## src/wbr_pkg.sv

```systemverilog
package wbr_pkg;

  // Half clock unit: one HALF_CLOCK_UNIT is half a CPU clock period at 125 MHz (4 ns)
  localparam int unsigned CLK_PERIOD_PS = 8000;
  localparam int unsigned TCL_PS = CLK_PERIOD_PS / 2;
  // Internal reset sequence, printed in HALF_CLOCK_UNIT units
  localparam int unsigned SEQ_TCL = 1024;
  localparam int unsigned SAMPLE_TCL = 8;
  localparam int unsigned SHORT_MIN_TCL = 4;
  localparam int unsigned SEQ_CYC = (SEQ_TCL * TCL_PS) / CLK_PERIOD_PS;
  localparam int unsigned SAMPLE_CYC =
    (SAMPLE_TCL * TCL_PS + CLK_PERIOD_PS - 1) / CLK_PERIOD_PS;
  localparam int unsigned SHORT_MIN_CYC =
    (SHORT_MIN_TCL * TCL_PS + CLK_PERIOD_PS - 1) / CLK_PERIOD_PS;
  // Extra cycles the flash init adds when booting internally
  localparam int unsigned FLASH_INIT_CYC = 16;

  // AXI4-Lite register byte addresses
  localparam logic [3:0] ADDR_SYSCFG = 4'h0;
  localparam logic [3:0] ADDR_SOURCE = 4'h4;
  localparam logic [3:0] ADDR_CFGPORT = 4'h8;
  localparam logic [3:0] ADDR_STATUS = 4'hc;

  // System configuration fields
  localparam int unsigned BIT_BIDIR_EN = 0;
  localparam int unsigned BIT_PD_PULLUP = 1;
  localparam int unsigned BIT_WDT_EN = 2;
  localparam logic [2:0] SYSCFG_RST = 3'h4;

  // Reset source flags
  localparam int unsigned SRC_LHW = 0;
  localparam int unsigned SRC_SHW = 1;
  localparam int unsigned SRC_SW = 2;
  localparam int unsigned SRC_WDT = 3;
  localparam int unsigned SRC_ASYNC = 4;
  localparam logic [4:0] SOURCE_RST = 5'h00;

  localparam logic [15:0] CFGPORT_RST = 16'h0000;
  localparam logic [15:0] CFG_FORCE_ONES = 16'h00fc;
  localparam logic [15:0] CFG_LATCH_MASK = 16'h1f00;
  localparam logic [15:0] WDT_RELOAD = 16'hffff;

  typedef enum logic [2:0] {
    ST_RUN = 3'b000,
    ST_BUS_WAIT = 3'b001,
    ST_SEQ = 3'b010,
    ST_SAMPLE = 3'b011,
    ST_LONG = 3'b100,
    ST_INIT = 3'b101,
    ST_ASYNC = 3'b110
  } wbr_state_e;

  typedef enum logic [1:0] {
    KIND_HW = 2'b00,
    KIND_SW = 2'b01,
    KIND_WDT = 2'b10
  } wbr_kind_e;

  typedef struct packed {
    logic ext_active;
    logic ext_uses_ready;
    logic ready_n;
    logic waits_done;
  } wbr_bus_s;

endpackage : wbr_pkg

```

## src/wbr_seq.sv

```systemverilog
// Our own choices: the AXI4-Lite interface to the registers and the register offsets.
`timescale 1ns/1ps
`default_nettype none
module wbr_seq (
  input wire logic clk_sys, // CPU clock
  input wire logic rst_n, // Power-on reset, async
  input wire logic filtered_reset_in, // Filtered reset input, low active
  input wire logic reset_in_pin, // Reset pin level as seen
  input wire logic powerdown_sense_pin, // Power-down sense level
  input wire logic external_boot_select, // High: internal flash boot
  input wire logic software_reset_instr, // Protected reset executed
  input wire logic end_of_init_instr, // End-of-init completed
  input wire logic wdt_service, // Watchdog serviced
  input wire wbr_pkg::wbr_bus_s bus, // External bus status
  input wire logic [15:0] config_port_pins, // Config port pin levels
  output logic bus_abort, // Abort running bus cycle
  output logic reset_in_oe, // Open-drain pull on reset pin
  output logic reset_in_o, // Value driven, always low
  output logic reset_out_pin, // Reset output, low active
  output logic cpu_reset, // Core held in reset
  output logic sense_pulldown, // Weak pull-down on sense pin
  output logic sense_pullup, // Pull-up on sense pin
  output logic [15:0] config_port, // Latched configuration
  input wire logic [3:0] s_axi_awaddr, // AXI4-Lite
  input wire logic s_axi_awvalid, // AXI4-Lite
  output logic s_axi_awready, // AXI4-Lite
  input wire logic [31:0] s_axi_wdata, // AXI4-Lite
  input wire logic [3:0] s_axi_wstrb, // AXI4-Lite
  input wire logic s_axi_wvalid, // AXI4-Lite
  output logic s_axi_wready, // AXI4-Lite
  output logic [1:0] s_axi_bresp, // AXI4-Lite
  output logic s_axi_bvalid, // AXI4-Lite
  input wire logic s_axi_bready, // AXI4-Lite
  input wire logic [3:0] s_axi_araddr, // AXI4-Lite
  input wire logic s_axi_arvalid, // AXI4-Lite
  output logic s_axi_arready, // AXI4-Lite
  output logic [31:0] s_axi_rdata, // AXI4-Lite
  output logic [1:0] s_axi_rresp, // AXI4-Lite
  output logic s_axi_rvalid, // AXI4-Lite
  input wire logic s_axi_rready // AXI4-Lite
);

  typedef struct packed {
    wbr_pkg::wbr_state_e st;
    wbr_pkg::wbr_kind_e kind;
    logic [10:0] cnt;
    logic [2:0] low_cnt;
    logic bidir_drive;
    logic in_init;
    logic [2:0] syscfg;
    logic [4:0] source;
    logic [15:0] cfg;
    logic [15:0] wdt;
    logic sy1;
    logic sy2;
    logic aw_got;
    logic w_got;
    logic [3:0] aw_a;
    logic [31:0] w_d;
    logic [3:0] w_s;
    logic awready;
    logic wready;
    logic bvalid;
    logic [1:0] bresp;
    logic arready;
    logic rvalid;
    logic [31:0] rdata;
    logic [1:0] rresp;
    logic abort;
    logic oe;
    logic rout;
    logic crst;
    logic pd;
    logic pu;
  } wbr_regs_s;

  wbr_regs_s r;
  wbr_regs_s next_r;
  logic rst_low;
  logic wr_fire;
  logic [10:0] seq_len;
  logic [31:0] rd_val;

  assign rst_low = ~r.sy2;

  // Flash init stretches the sequence past the input filter
  assign seq_len = external_boot_select ?
    11'(wbr_pkg::SEQ_CYC + wbr_pkg::FLASH_INIT_CYC) :
    11'(wbr_pkg::SEQ_CYC);

  assign wr_fire = r.aw_got & r.w_got & ~r.bvalid;

  always_comb begin
    rd_val = 32'h0000_0000;
    case (s_axi_araddr)
      wbr_pkg::ADDR_SYSCFG: rd_val = {29'h0, r.syscfg};
      wbr_pkg::ADDR_SOURCE: rd_val = {27'h0, r.source};
      wbr_pkg::ADDR_CFGPORT: rd_val = {16'h0, r.cfg};
      wbr_pkg::ADDR_STATUS: rd_val = {27'h0, r.in_init, r.kind,
        r.st != wbr_pkg::ST_RUN, rst_low};
      default: rd_val = 32'h0000_0000;
    endcase
  end

  always_comb begin
    next_r = r;
    next_r.sy1 = filtered_reset_in;
    next_r.sy2 = r.sy1;
    next_r.abort = 1'b0;
    if (end_of_init_instr) begin
      next_r.in_init = 1'b0;
    end
    case (r.st)
      wbr_pkg::ST_RUN: begin
        next_r.wdt = r.syscfg[wbr_pkg::BIT_WDT_EN] ?
          (wdt_service ? wbr_pkg::WDT_RELOAD : r.wdt - 16'h0001) :
          wbr_pkg::WDT_RELOAD;
        next_r.cnt = 11'h000;
        if (rst_low && !powerdown_sense_pin) begin
          next_r.st = wbr_pkg::ST_ASYNC;
          next_r.source = 5'h1f & (5'h1 << wbr_pkg::SRC_ASYNC);
        end else if (r.low_cnt >= 3'(wbr_pkg::SHORT_MIN_CYC)) begin
          next_r.st = wbr_pkg::ST_SEQ;
          next_r.kind = wbr_pkg::KIND_HW;
          next_r.source = 5'h1 << wbr_pkg::SRC_SHW;
        end else if (software_reset_instr) begin
          next_r.st = wbr_pkg::ST_SEQ;
          next_r.kind = wbr_pkg::KIND_SW;
          next_r.source = 5'h1 << wbr_pkg::SRC_SW;
        end else if (r.syscfg[wbr_pkg::BIT_WDT_EN] && r.wdt == 16'h0000) begin
          next_r.kind = wbr_pkg::KIND_WDT;
          next_r.source = 5'h1 << wbr_pkg::SRC_WDT;
          next_r.st = bus.ext_active ? wbr_pkg::ST_BUS_WAIT :
                                      wbr_pkg::ST_SEQ;
        end
        // Hardware short reset counter: cycles of low filtered input while running
        next_r.low_cnt = rst_low ? r.low_cnt + 3'h1 : 3'h0;
        if (next_r.st != wbr_pkg::ST_RUN) begin
          next_r.syscfg[wbr_pkg::BIT_BIDIR_EN] = 1'b0;
          next_r.in_init = 1'b1;
          next_r.rout = 1'b0;
          next_r.crst = 1'b1;
          next_r.low_cnt = 3'h0;
          // No pull at all when the sense pin is already low
          next_r.bidir_drive = r.syscfg[wbr_pkg::BIT_BIDIR_EN] &
            powerdown_sense_pin;
        end
      end
      wbr_pkg::ST_BUS_WAIT: begin
        if (!bus.ext_active) begin
          next_r.st = wbr_pkg::ST_SEQ;
        end else if (bus.waits_done) begin
          if (bus.ext_uses_ready && bus.ready_n) begin
            next_r.abort = 1'b1;
            next_r.st = wbr_pkg::ST_SEQ;
          end
        end
      end
      wbr_pkg::ST_SEQ: begin
        next_r.cnt = r.cnt + 11'h001;
        if (r.kind == wbr_pkg::KIND_HW && rst_low &&
            !powerdown_sense_pin) begin
          next_r.st = wbr_pkg::ST_ASYNC;
          next_r.source = 5'h1 << wbr_pkg::SRC_ASYNC;
        end else if (r.cnt + 11'h001 >= seq_len) begin
          next_r.cnt = 11'h000;
          next_r.bidir_drive = 1'b0;
          if (r.kind == wbr_pkg::KIND_HW && r.bidir_drive) begin
            next_r.st = wbr_pkg::ST_SAMPLE;
          end else if (r.bidir_drive) begin
            next_r.st = wbr_pkg::ST_SAMPLE;
          end else begin
            next_r.st = rst_low && r.kind == wbr_pkg::KIND_HW ?
              wbr_pkg::ST_LONG : wbr_pkg::ST_INIT;
          end
        end
        // Sense low stops the pull but not the count
        if (!powerdown_sense_pin) begin
          next_r.bidir_drive = 1'b0;
        end
      end
      wbr_pkg::ST_SAMPLE: begin
        next_r.cnt = r.cnt + 11'h001;
        if (r.cnt + 11'h001 >= 11'(wbr_pkg::SAMPLE_CYC)) begin
          next_r.cnt = 11'h000;
          if (!rst_low) begin
            next_r.st = wbr_pkg::ST_INIT;
          end else if (r.kind == wbr_pkg::KIND_HW) begin
            next_r.st = wbr_pkg::ST_LONG;
            next_r.source = 5'h1 << wbr_pkg::SRC_LHW;
          end else begin
            next_r.kind = wbr_pkg::KIND_HW;
            next_r.source = 5'h1 << wbr_pkg::SRC_SHW;
            next_r.st = wbr_pkg::ST_SEQ;
          end
        end
      end
      wbr_pkg::ST_LONG: begin
        if (rst_low && !powerdown_sense_pin) begin
          next_r.st = wbr_pkg::ST_ASYNC;
          next_r.source = 5'h1 << wbr_pkg::SRC_ASYNC;
        end else if (!rst_low) begin
          next_r.st = wbr_pkg::ST_INIT;
          next_r.source = 5'h1 << wbr_pkg::SRC_LHW;
        end
      end
      wbr_pkg::ST_ASYNC: begin
        if (!rst_low && powerdown_sense_pin) begin
          next_r.st = wbr_pkg::ST_INIT;
        end
      end
      wbr_pkg::ST_INIT: begin
        next_r.st = wbr_pkg::ST_RUN;
        next_r.crst = 1'b0;
        next_r.wdt = wbr_pkg::WDT_RELOAD;
        if (r.kind == wbr_pkg::KIND_HW) begin
          next_r.cfg = config_port_pins;
        end else begin
          next_r.cfg = (config_port_pins & wbr_pkg::CFG_LATCH_MASK) |
            (r.cfg & ~wbr_pkg::CFG_LATCH_MASK) |
            wbr_pkg::CFG_FORCE_ONES;
        end
        next_r.pu = r.syscfg[wbr_pkg::BIT_PD_PULLUP];
      end
      default: next_r.st = wbr_pkg::ST_RUN;
    endcase
    if (r.st == wbr_pkg::ST_RUN && !r.in_init && r.crst == 1'b0 &&
        next_r.st == wbr_pkg::ST_RUN) begin
      next_r.rout = 1'b1;
    end
    next_r.oe = next_r.bidir_drive;
    next_r.pd = ~reset_in_pin;

    // AXI4-Lite slave
    if (s_axi_awvalid && r.awready) begin
      next_r.aw_got = 1'b1;
      next_r.aw_a = s_axi_awaddr;
    end
    if (s_axi_wvalid && r.wready) begin
      next_r.w_got = 1'b1;
      next_r.w_d = s_axi_wdata;
      next_r.w_s = s_axi_wstrb;
    end
    next_r.awready = ~next_r.aw_got & ~r.bvalid;
    next_r.wready = ~next_r.w_got & ~r.bvalid;
    if (wr_fire) begin
      next_r.bvalid = 1'b1;
      next_r.bresp = 2'b00;
      next_r.aw_got = 1'b0;
      next_r.w_got = 1'b0;
      next_r.awready = 1'b0;
      next_r.wready = 1'b0;
      if (r.aw_a == wbr_pkg::ADDR_SYSCFG && r.w_s[0]) begin
        next_r.syscfg[wbr_pkg::BIT_PD_PULLUP] =
          r.w_d[wbr_pkg::BIT_PD_PULLUP];
        next_r.syscfg[wbr_pkg::BIT_WDT_EN] = r.w_d[wbr_pkg::BIT_WDT_EN];
        if (r.in_init && r.st == wbr_pkg::ST_RUN) begin
          next_r.syscfg[wbr_pkg::BIT_BIDIR_EN] =
            r.w_d[wbr_pkg::BIT_BIDIR_EN];
        end
      end else if (r.aw_a != wbr_pkg::ADDR_SOURCE &&
                   r.aw_a != wbr_pkg::ADDR_CFGPORT &&
                   r.aw_a != wbr_pkg::ADDR_STATUS) begin
        next_r.bresp = 2'b10;
      end
    end else if (r.bvalid && s_axi_bready) begin
      next_r.bvalid = 1'b0;
      next_r.awready = ~r.aw_got;
      next_r.wready = ~r.w_got;
    end
    if (s_axi_arvalid && r.arready) begin
      next_r.arready = 1'b0;
      next_r.rvalid = 1'b1;
      next_r.rdata = rd_val;
      next_r.rresp = (s_axi_araddr > wbr_pkg::ADDR_STATUS ||
                      s_axi_araddr[1:0] != 2'b00) ? 2'b10 : 2'b00;
    end else if (r.rvalid && s_axi_rready) begin
      next_r.rvalid = 1'b0;
      next_r.arready = 1'b1;
    end
  end

  always_ff @(posedge clk_sys or negedge rst_n) begin
    if (!rst_n) begin
      r <= '0;
      r.st <= wbr_pkg::ST_INIT;
      r.kind <= wbr_pkg::KIND_HW;
      r.syscfg <= wbr_pkg::SYSCFG_RST;
      r.source <= wbr_pkg::SOURCE_RST;
      r.cfg <= wbr_pkg::CFGPORT_RST;
      r.wdt <= wbr_pkg::WDT_RELOAD;
      r.in_init <= 1'b1;
      r.crst <= 1'b1;
      r.sy1 <= 1'b1;
      r.sy2 <= 1'b1;
      r.awready <= 1'b1;
      r.wready <= 1'b1;
      r.arready <= 1'b1;
    end else begin
      r <= next_r;
    end
  end

  assign bus_abort = r.abort;
  assign reset_in_oe = r.oe;
  assign reset_in_o = 1'b0;
  assign reset_out_pin = r.rout;
  assign cpu_reset = r.crst;
  assign sense_pulldown = r.pd;
  assign sense_pullup = r.pu;
  assign config_port = r.cfg;
  assign s_axi_awready = r.awready;
  assign s_axi_wready = r.wready;
  assign s_axi_bvalid = r.bvalid;
  assign s_axi_bresp = r.bresp;
  assign s_axi_arready = r.arready;
  assign s_axi_rvalid = r.rvalid;
  assign s_axi_rdata = r.rdata;
  assign s_axi_rresp = r.rresp;

  property p_bidir_clear;
    @(posedge clk_sys) disable iff (!rst_n)
      (r.st == wbr_pkg::ST_RUN && next_r.st == wbr_pkg::ST_SEQ) |=>
      !r.syscfg[wbr_pkg::BIT_BIDIR_EN];
  endproperty
  a_bidir_clear: assert property (p_bidir_clear)
    else $error("bidir enable not cleared at reset start");

  property p_rout_low;
    @(posedge clk_sys) disable iff (!rst_n)
      (r.st == wbr_pkg::ST_SEQ) |-> !reset_out_pin;
  endproperty
  a_rout_low: assert property (p_rout_low)
    else $error("reset output high during sequence");

  property p_sense_release;
    @(posedge clk_sys) disable iff (!rst_n)
      (r.st == wbr_pkg::ST_SEQ && !powerdown_sense_pin) |=> !reset_in_oe;
  endproperty
  a_sense_release: assert property (p_sense_release)
    else $error("reset pin still pulled with sense low");

  property p_pulldown;
    @(posedge clk_sys) disable iff (!rst_n)
      !reset_in_pin |=> sense_pulldown;
  endproperty
  a_pulldown: assert property (p_pulldown)
    else $error("sense pull-down missing");

  property p_wdt_start;
    @(posedge clk_sys) disable iff (!rst_n)
      (r.st == wbr_pkg::ST_RUN && r.syscfg[wbr_pkg::BIT_WDT_EN] &&
       r.wdt == 16'h0000 && !rst_low && !software_reset_instr &&
       r.low_cnt < 3'(wbr_pkg::SHORT_MIN_CYC)) |=> cpu_reset;
  endproperty
  a_wdt_start: assert property (p_wdt_start)
    else $error("watchdog overflow did not reset");

  property p_abort;
    @(posedge clk_sys) disable iff (!rst_n)
      bus_abort |-> $past(r.st) == wbr_pkg::ST_BUS_WAIT;
  endproperty
  a_abort: assert property (p_abort)
    else $error("abort outside bus wait");

  property p_force_ones;
    @(posedge clk_sys) disable iff (!rst_n)
      (r.st == wbr_pkg::ST_INIT && r.kind != wbr_pkg::KIND_HW) |=>
      (config_port & wbr_pkg::CFG_FORCE_ONES) == wbr_pkg::CFG_FORCE_ONES;
  endproperty
  a_force_ones: assert property (p_force_ones)
    else $error("config bits 7:2 not forced to one");

  property p_async;
    @(posedge clk_sys) disable iff (!rst_n)
      (r.st == wbr_pkg::ST_LONG && rst_low && !powerdown_sense_pin) |=>
      r.st == wbr_pkg::ST_ASYNC;
  endproperty
  a_async: assert property (p_async)
    else $error("no async reset on sense low");

  c_wdt: cover property (@(posedge clk_sys) disable iff (!rst_n)
    r.st == wbr_pkg::ST_SEQ && r.kind == wbr_pkg::KIND_WDT);
  c_degen: cover property (@(posedge clk_sys) disable iff (!rst_n)
    r.st == wbr_pkg::ST_SAMPLE ##1 r.st == wbr_pkg::ST_SEQ);
  c_long: cover property (@(posedge clk_sys) disable iff (!rst_n)
    r.st == wbr_pkg::ST_LONG);

endmodule : wbr_seq
`default_nettype wire

```

## config.mk

```make
export PLATFORM = sky130hd
export DESIGN_NAME = wbr_seq
export DESIGN_NICKNAME = d
export VERILOG_FILES = /design/src/wbr_pkg.sv /design/src/wbr_seq.sv
export SDC_FILE = /design/constraint.sdc
export NUM_CORES = 1
export LEC_CHECK = 0
export BUFFER_PORTS_ARGS = -buffer_cell sky130_fd_sc_hd__clkbuf_2
export CORE_ASPECT_RATIO = 1.2
export CORE_UTILIZATION = 59
export CTS_BUF_LIST = sky130_fd_sc_hd__clkbuf_4
export DETAILED_ROUTE_END_ITERATION = 7
export GPL_ROUTABILITY_DRIVEN = 0
export GPL_TIMING_DRIVEN = 1
export PLACE_DENSITY = 0.88
export SLEW_MARGIN = 20
export SYNTH_ARGS = -nofsm -noshare
export SYNTH_HDL_FRONTEND = slang
export SYNTH_SLANG_ARGS = --single-unit
export TNS_END_PERCENT = 20
```

## constraint.sdc

```tcl
create_clock -name clk_sys -period 4.4 [get_ports clk_sys]
set_input_delay 0.66 -clock clk_sys [delete_from_list [all_inputs] [get_ports clk_sys]]
set_output_delay 0.66 -clock clk_sys [all_outputs]
set_load 0.005 [all_outputs]
```

==> metrics.csv, run 1 <==
stage,metric,value,unit
outcome,status,"complete, no violations",
detailed_routing,drt drc,0,
synth,leading area contributor after synthesis,dfrtp_1,
synth,"Async S/R FF share, synth",100,%
die,row count,37,
clock_tree,cts repair resizes,0,
detailed_routing,met1 WL,4610,µm
worst_setup_path,flop-to-flop setup slack,1370,ps
timing,Worst-Margin Slew,988,ps
detailed_routing,metal2 WL,5760,µm
global_route,pin count of the biggest net entering global routing,80,
timing,"Slew Viols, Final",0,
worst_setup_path,worst-path cell chain,ha_1 > nand3_1 > xor2_1 > ha_1 > nand3_1 > o31ai_1 > a221oi_1 > o22a_1 > nand2_4 > o311ai_2,
worst_setup_path,"Max FO, Critical Path",11,
layout,storage element area,2560,µm²
timing,Final Cycle Share,68.8,%
synth,ys flop type,dfrtp_1,
synth,post-synthesis cell type count,64,
clock_tree,CTS tree,done,
timing,minimum clock period,3030,ps
die,core box area,8700,µm²
global_route,GRT Total Usage,25.6,%
worst_setup_path,"delay-heaviest family, CP",compound AO/OA/AOI/OAI gates,
synth,"EDFF count, synth",0,
min_path,hold crit path type,input pin to register,
layout,diode count,0,
layout,most frequent cells in the layout,"clkbuf_2, nand2_1, dfrtp_1",
worst_setup_path,Crit-path slowest cell,dfrtp_1,
synth,Mapped Area,5390,µm²
clock_tree,hold buffers post-CTS,0,
clock_tree,clk slew on worst S/H paths,150,ps
layout,Final nets,673,
timing,worst clock skew,20.5,ps
layout,Layout fillers,708,
synth,sequential area share after synthesis,47.5,%
power,Power Density,522,nW/µm²
clock_tree,Post-CTS Setup Inserts,0,
worst_setup_path,Buffers & Inverters on Critical Path,0,
synth,"top cells by area, synth","dfrtp_1, dfstp_2, buf_4",
layout,share of cells above drive strength 1,27.6,%
die,chip width,89.3,µm
clock_tree,Inserted Clock Buffers,9,
detailed_routing,DR top layer,met4,
synth,Synth Instances,545,
die,Die Footprint,9530,µm²
timing,TNS Setup,0,ps
layout,Area Overhead vs Synth,6.22,%
synth,average size of a mapped cell,9.89,µm²
clock_tree,later-pin clock latency in the skew report,460,ps
layout,area of the multi-input gates,2350,µm²
power,Peak VDD IR,0.298,mV
worst_setup_path,Worst setup EP type,register,
placed_design,Post-DP HPWL,8500,µm
global_route,grt ovf,0,
layout,Largest register FFs,55,
detailed_routing,number of routed nets with antenna violations,0,
die,Die Y,107,µm
detailed_routing,Initial DRC Count,391,
global_route,vias in the first global route,4196,
layout,"commonest non-fill, non-tap cell in the layout",clkbuf_2,
clock_tree,CTS Sinks,101,
worst_setup_path,CP max stage delay,510,ps
power,Leakage,2.63,nW
clock_tree,CTS H-Tree Depth,3,
worst_setup_path,startpoint types,register,
placed_design,number of port buffers,90,
detailed_routing,DR vias,4308,
layout,Biggest register,r,
layout,final core utilization,65.8,%
timing,final setup vio count,0,
worst_setup_path,Crit path required time,4760,ps
detailed_routing,Met3 Routed Length,823,µm
timing,f_max,330,MHz
synth,Seq cells post-synth,101,
synth,top cell type's share of synthesized area,34.8,%
detailed_routing,WL per Instance,16.1,µm
detailed_routing,vias per inst,6.05,
detailed_routing,Total Wirelength,11500,µm
die,initial core utilization,61.9,%
detailed_routing,DRT Pass-1 Iters,6,
clock_tree,Root Buffer,clkbuf_4,
global_route,initial antenna violation count,0,
global_route,first-pass GRT wire length,19100,µm
job,max_cap viols,0,
synth,synth warn,0,
worst_setup_path,WS Path Type,register to register,
worst_setup_path,Worst EP arrival,3380,ps
timing,Final Hold Fails,0,
timing,relative slew slack,33.6,%
clock_tree,CTS Buffer Depth,2,
timing,RSZ-0062 raised after global routing,no,
die,I/O pin count,142,
[cells in the mapped netlist (3+ instances only)]
master and number:
and3b_1 3, nor2b_1 4, nor2_1 30, buf_2 5
buf_4 54, xnor2_1 6, xor2_1 5, a22o_1 17
a21oi_1 20, nor4_1 8, dfrtp_1 75, nand3b_1 5
o21ai_1 8, nand2b_1 4, nand4_1 11, nand2_1 78
mux2_2 17, o211ai_1 3, dfstp_2 26, nor3b_1 5
inv_1 13, and3_1 3, a211o_1 5, nor3_1 11
and4_1 3, ha_1 5, or2_2 3, o22ai_1 7
o21ai_0 22, or3_1 4, a21o_1 3, a31oi_1 7
nand3_1 11, o31ai_1 4, mux4_2 3, mux2_1 3
o311ai_2 3, a22oi_1 3, clkbuf_1 14
[routing by layer]
layer	global-route usage, %	up-vias
met4	10.2	0
met3	5.77	30
met1	32.1	2101
met2	42.4	200
li1	-	1977
met5	0	-
[stage by stage]
| stage | total power, mW | area [µm²] | worst slack (ps) | hold slack (ps) | std cells |
|---|---|---|---|---|---|
| floorplan | 2.25 | 5460 | 1880 | 345 | 563 |
| global placement | 2.40 | 5570 | 1520 | 347 | 696 |
| detailed placement | 2.48 | 5570 | 1430 | 349 | 696 |
| CTS | 2.99 | 5730 | 1390 | 272 | 712 |
| global route | 3.19 | 5730 | 1130 | 247 | 712 |
| finish | 2.99 | 5730 | 1370 | 279 | 712 |
[final timing paths]
check,end,cells after the start,start
max in group asynchronous,r[103]$_DFFE_PN1P_,2,rst_n
worst min-delay path,next_r[89]$_DFF_PN1_,1,filtered_reset_in
worst min register to register,r[89]$_DFF_PN1_,0,next_r[89]$_DFF_PN1_
worst max-delay path,r[144]$_DFFE_PN0P_,10,r[136]$_DFFE_PN0P_
worst max register to register,r[144]$_DFFE_PN0P_,10,r[136]$_DFFE_PN0P_
min in group asynchronous,s_axi_rdata[9]$_DFFE_PN0P_,1,rst_n
[worst reg2reg max path, delay by kind of cell, from the launching register on]
kind,cells,cell delay [ps]
AOI/OAI and AO/OA,4,1120
adders and majority gates,2,740
and+or+nand+nor,3,390
DFF,1,510
xor gates and xnor gates,1,180
[report_power, final]
part,leakage [nW],switching (mW),internal (mW)
combinational,1.31,0.569,0.433
clock,0.0804,0.328,0.190
sequential,1.24,0.258,1.21
[cell families after synthesis]
logic type      count (synthesis)  share of synthesized area (%)
xor+xnor                       11                           1.79
other cells                     1                         0.0696
simple gates                  190                           17.3
mux                            25                           5.80
flops                         101                           47.5
fa+ha+maj                       5                           1.16
buf+inv                        89                           10.2
compound gates                123                           16.2
[final cells by class]
cell class / count / area share, %
Sequential cell: 101 / 44.7
Multi-Input combinational cell: 373 / 41.0
Timing Repair Buffer: 92 / 8.17
Tap cell: 117 / 2.56
Clock inverter: 6 / 1.40
Clock buffer: 10 / 1.31
Inverter: 13 / 0.852
Note: power is estimated with default switching activity, not from simulation.
==> run 2: changes to the inputs <==
ABC_AREA = 1   (was unset)
CORE_UTILIZATION = 50   (was 59)
PLACE_DENSITY = 0.79   (was 0.88)
clock period = 2.4 ns   (was 4.4 ns; I/O delays follow)
==> run 2 against run 1 <==
- sequential cell count unchanged
- sequential share of layout area decreased by 2.2 points
- power increased by 87%
- utilization decreased by 8.8 points
- via count increased by 7.3%
- hold slack got worse by 210 ps
- combinational power increased by 100%
- synthesized cell count increased by 26%
- count of clock-buffer cells in the layout increased by 2
- setup slack got worse by 1100 ps
- fmax increased by 41%
- critical path type unchanged
- critical endpoint unchanged
==> metrics.csv, run 2 <==
stage,metric,value,unit,change
outcome,status,"complete, no violations",,unchanged
clock_tree,CTS Buffer Depth,2,,unchanged
power,Leakage,3.10,nW,was 2.63 nW
synth,synth warn,0,,unchanged
layout,final core utilization,57.0,%,was 65.8%
clock_tree,CTS tree,done,,unchanged
synth,sequential area share after synthesis,46.8,%,was 47.5%
die,core box area,10600,µm²,was 8700 µm²
power,Pwr Total,5.58,mW,was 2.99 mW
global_route,vias in the first global route,4497,,was 4196
timing,"Slew Viols, Final",0,,unchanged
synth,Seq cells post-synth,101,,unchanged
global_route,met1 Use GR,27.2,%,was 32.1%
layout,design area,6020,µm²,was 5730 µm²
timing,Final Cycle Share,89.7,%,was 68.8%
placed_design,Area after DPL,5780,µm²,was 5570 µm²
clock_tree,later-pin clock latency in the skew report,460,ps,about the same
clock_tree,CTS H-Tree Depth,3,,unchanged
die,chip width,97.4,µm,was 89.3 µm
detailed_routing,WL per Instance,13.3,µm,was 16.1 µm
clock_tree,Inserted Clock Buffers,9,,unchanged
worst_setup_path,Crit path required time,2740,ps,was 4760 ps
worst_setup_path,Worst setup EP type,register,,unchanged
synth,Synth Instances,685,,was 545
synth,average size of a mapped cell,7.98,µm²,was 9.89 µm²
placed_design,number of port buffers,90,,unchanged
timing,Final Hold Fails,0,,unchanged
clock_tree,CTS Sinks,101,,unchanged
global_route,initial antenna violation count,0,,unchanged
synth,leading area contributor after synthesis,dfrtp_1,,unchanged
power,Peak VDD IR,0.342,mV,was 0.298 mV
global_route,pin count of the biggest net entering global routing,53,,was 80
clock_tree,clk slew on worst S/H paths,150,ps,about the same
detailed_routing,vias per inst,5.19,,was 6.05
synth,cell with the most instances after synthesis,nand2_1,,unchanged
global_route,met3 Track Usage GR,4.19,%,was 5.77%
detailed_routing,number of routed nets with antenna violations,0,,unchanged
worst_setup_path,flop-to-flop setup slack,250,ps,was 1370 ps
layout,Final nets,840,,was 673
die,Die Y,117,µm,was 107 µm
timing,minimum clock period,2150,ps,was 3030 ps
global_route,first-pass GRT wire length,20100,µm,was 19100 µm
layout,Largest register FFs,55,,unchanged
die,initial core utilization,51.7,%,was 61.9%
synth,post-synthesis cell type count,42,,was 64
detailed_routing,drt drc,0,,unchanged
die,I/O pin count,142,,unchanged
power,Power Density,927,nW/µm²,was 522 nW/µm²
global_route,GR met2 Demand/Resource,37.4,%,was 42.4%
timing,relative slew slack,62.7,%,was 33.6%
global_route,most used routing layer,met2,,unchanged
detailed_routing,Initial DRC Count,220,,was 391
placed_design,Post-DP HPWL,8940,µm,was 8500 µm
synth,Mapped Area,5470,µm²,was 5390 µm²
worst_setup_path,R2R depth,15,,was 10
layout,"commonest non-fill, non-tap cell in the layout",nand2_1,,was clkbuf_2
synth,"EDFF count, synth",0,,unchanged
synth,ys flop type,dfrtp_1,,unchanged
synth,"top cells by area, synth","dfrtp_1, nand2_1, dfstp_2",,"was dfrtp_1, dfstp_2, buf_4"
worst_setup_path,Crit Reg-Reg Startpoint,r[136]$_DFFE_PN0P_,,unchanged
job,max_cap viols,0,,unchanged
min_path,hold crit path type,input pin to register,,unchanged
detailed_routing,Total Wirelength,11800,µm,was 11500 µm
global_route,grt ovf,0,,unchanged
global_route,GRT Total Usage,21.8,%,was 25.6%
die,Die Footprint,11400,µm²,was 9530 µm²
worst_setup_path,end of the critical path,r[144]$_DFFE_PN0P_,,unchanged
min_path,Worst Hold Launch,end_of_init_instr,,was filtered_reset_in
worst_setup_path,startpoint types,register,,unchanged
synth,"Async S/R FF share, synth",100,%,unchanged
die,row count,41,,was 37
worst_setup_path,Critical Path Source,r[136]$_DFFE_PN0P_,,unchanged
detailed_routing,DR vias,4623,,was 4308
timing,final setup vio count,0,,unchanged
clock_tree,Root Buffer,clkbuf_4,,unchanged
worst_setup_path,"Max FO, Critical Path",4,,was 11
timing,f_max,464,MHz,was 330 MHz
layout,share of cells above drive strength 1,25.1,%,was 27.6%
worst_setup_path,Crit Reg-Reg Endpoint,r[144]$_DFFE_PN0P_,,unchanged
worst_setup_path,Worst EP arrival,2490,ps,was 3380 ps
timing,Worst-Margin Slew,555,ps,was 988 ps
worst_setup_path,WS Path Type,register to register,,unchanged
synth,list of most frequent post-synthesis cells,"nand2_1, dfrtp_1, inv_1",,"was nand2_1, dfrtp_1, buf_4"
synth,top cell type's share of synthesized area,34.3,%,was 34.8%
timing,worst clock skew,19.6,ps,was 20.5 ps
layout,Biggest register,r,,unchanged
layout,diode count,0,,unchanged
detailed_routing,DRT Pass-1 Iters,6,,unchanged
layout,most frequent cells in the layout,"nand2_1, clkbuf_2, dfrtp_1",,"was clkbuf_2, nand2_1, dfrtp_1"
layout,Area Overhead vs Synth,10.2,%,was 6.22%
==> run 2: cell count changes after synthesis, sizes merged, moves of 10 or more <==
cell,delta
mux2,-19
clkbuf,-10
nor2,+29
a22o,-17
o21ai,+23
nand3,+50
inv,+58
nand2,+141
a21oi,-15
==> run 2: power breakdown <==
| group | internal [mW] | leakage, nW | switching [mW] |
|---|---|---|---|
| registers | 2.22 | 1.24 | 0.349 |
| clock network | 0.459 | 0.0915 | 0.549 |
| logic | 0.755 | 1.77 | 1.25 |
| total | 3.43 | 3.10 | 2.15 |
==> run 2: how the worst min path moves through the flow <==
stage / slack, ps / to / cells after the start
2_1_floorplan: 60 / bus_abort$_DFF_PN0_ / 0
3_3_place_gp: 280 / r[129]$_DFFE_PN0P_ / 1
3_5_place_dp: 290 / r[129]$_DFFE_PN0P_ / 1
4_1_cts: 70 / r[131]$_DFF_PN1_ / 2
5_1_grt: 50 / r[131]$_DFF_PN1_ / 2
6_report: 60 / r[131]$_DFF_PN1_ / 2
==> run 2: cells by family (layout without fill, tap and decap cells) <==
kind of cell | Yosys count | in the layout | synth area share, %
other cells | 1 | 19 | 0.0686
mux | 2 | 2 | 0.389
xor+xnor | 2 | 2 | 0.321
simple gates | 363 | 364 | 30.2
compound gates | 79 | 79 | 8.26
buf+inv | 132 | 190 | 12.8
flops | 101 | 101 | 46.8
fa+ha+maj | 5 | 5 | 1.14
==> run 2: timing repair <==
action | CTS | global route
gates resized for setup | 0 | 6
endpoints found under the hold margin | 13 | 0
setup buffers | 0 | 2
endpoints found under the setup margin | 0 | 14
hold buffers | 3 | 0
==> run 2: stage by stage <==
step,setup slack [ps],hold WS (ps),std cells,TNS [ps]
after floorplan,374,64.4,703,0
after global placement,152,285,869,0
after detailed placement,81.7,286,869,0
after CTS,48.1,67.6,888,0
after global routing,-7.89,48.6,891,-7.89
final,247,64.5,891,0
==> run 2: layer usage <==
metal  vias up  part of all wire [%]  wire length (µm)
li1       2271                     -                 -
met1      2169                    43              5130
met2       158                    49              5830
met3        25                   5.4               634
met4         0                   2.1               246
met5         -                     0                 0
==> run 2: cell type report <==
| type | count | area [µm²] |
|---|---|---|
| Timing Repair Buffer | 101 | 556 |
| Fill cell | 938 | 4550 |
| Inverter | 73 | 277 |
| Multi-Input combinational cell | 471 | 2300 |
| Tap cell | 129 | 161 |
| Clock inverter | 4 | 73.8 |
| Sequential cell | 101 | 2560 |
| Clock buffer | 12 | 90.1 |
==> run 2: critical path: stages, from the launching register on <==
cell	delay (ps)
dfrtp_1	420
ha_2	210
nand2_2	100
nor2_2	60
nand2_1	60
nand2_1	80
ha_1	280
nand3_1	80
nor2_1	110
nand2_1	70
nor2_2	120
nor2_2	60
nand3_4	100
nand3_2	120
nand3_1	100
o21ai_1	70
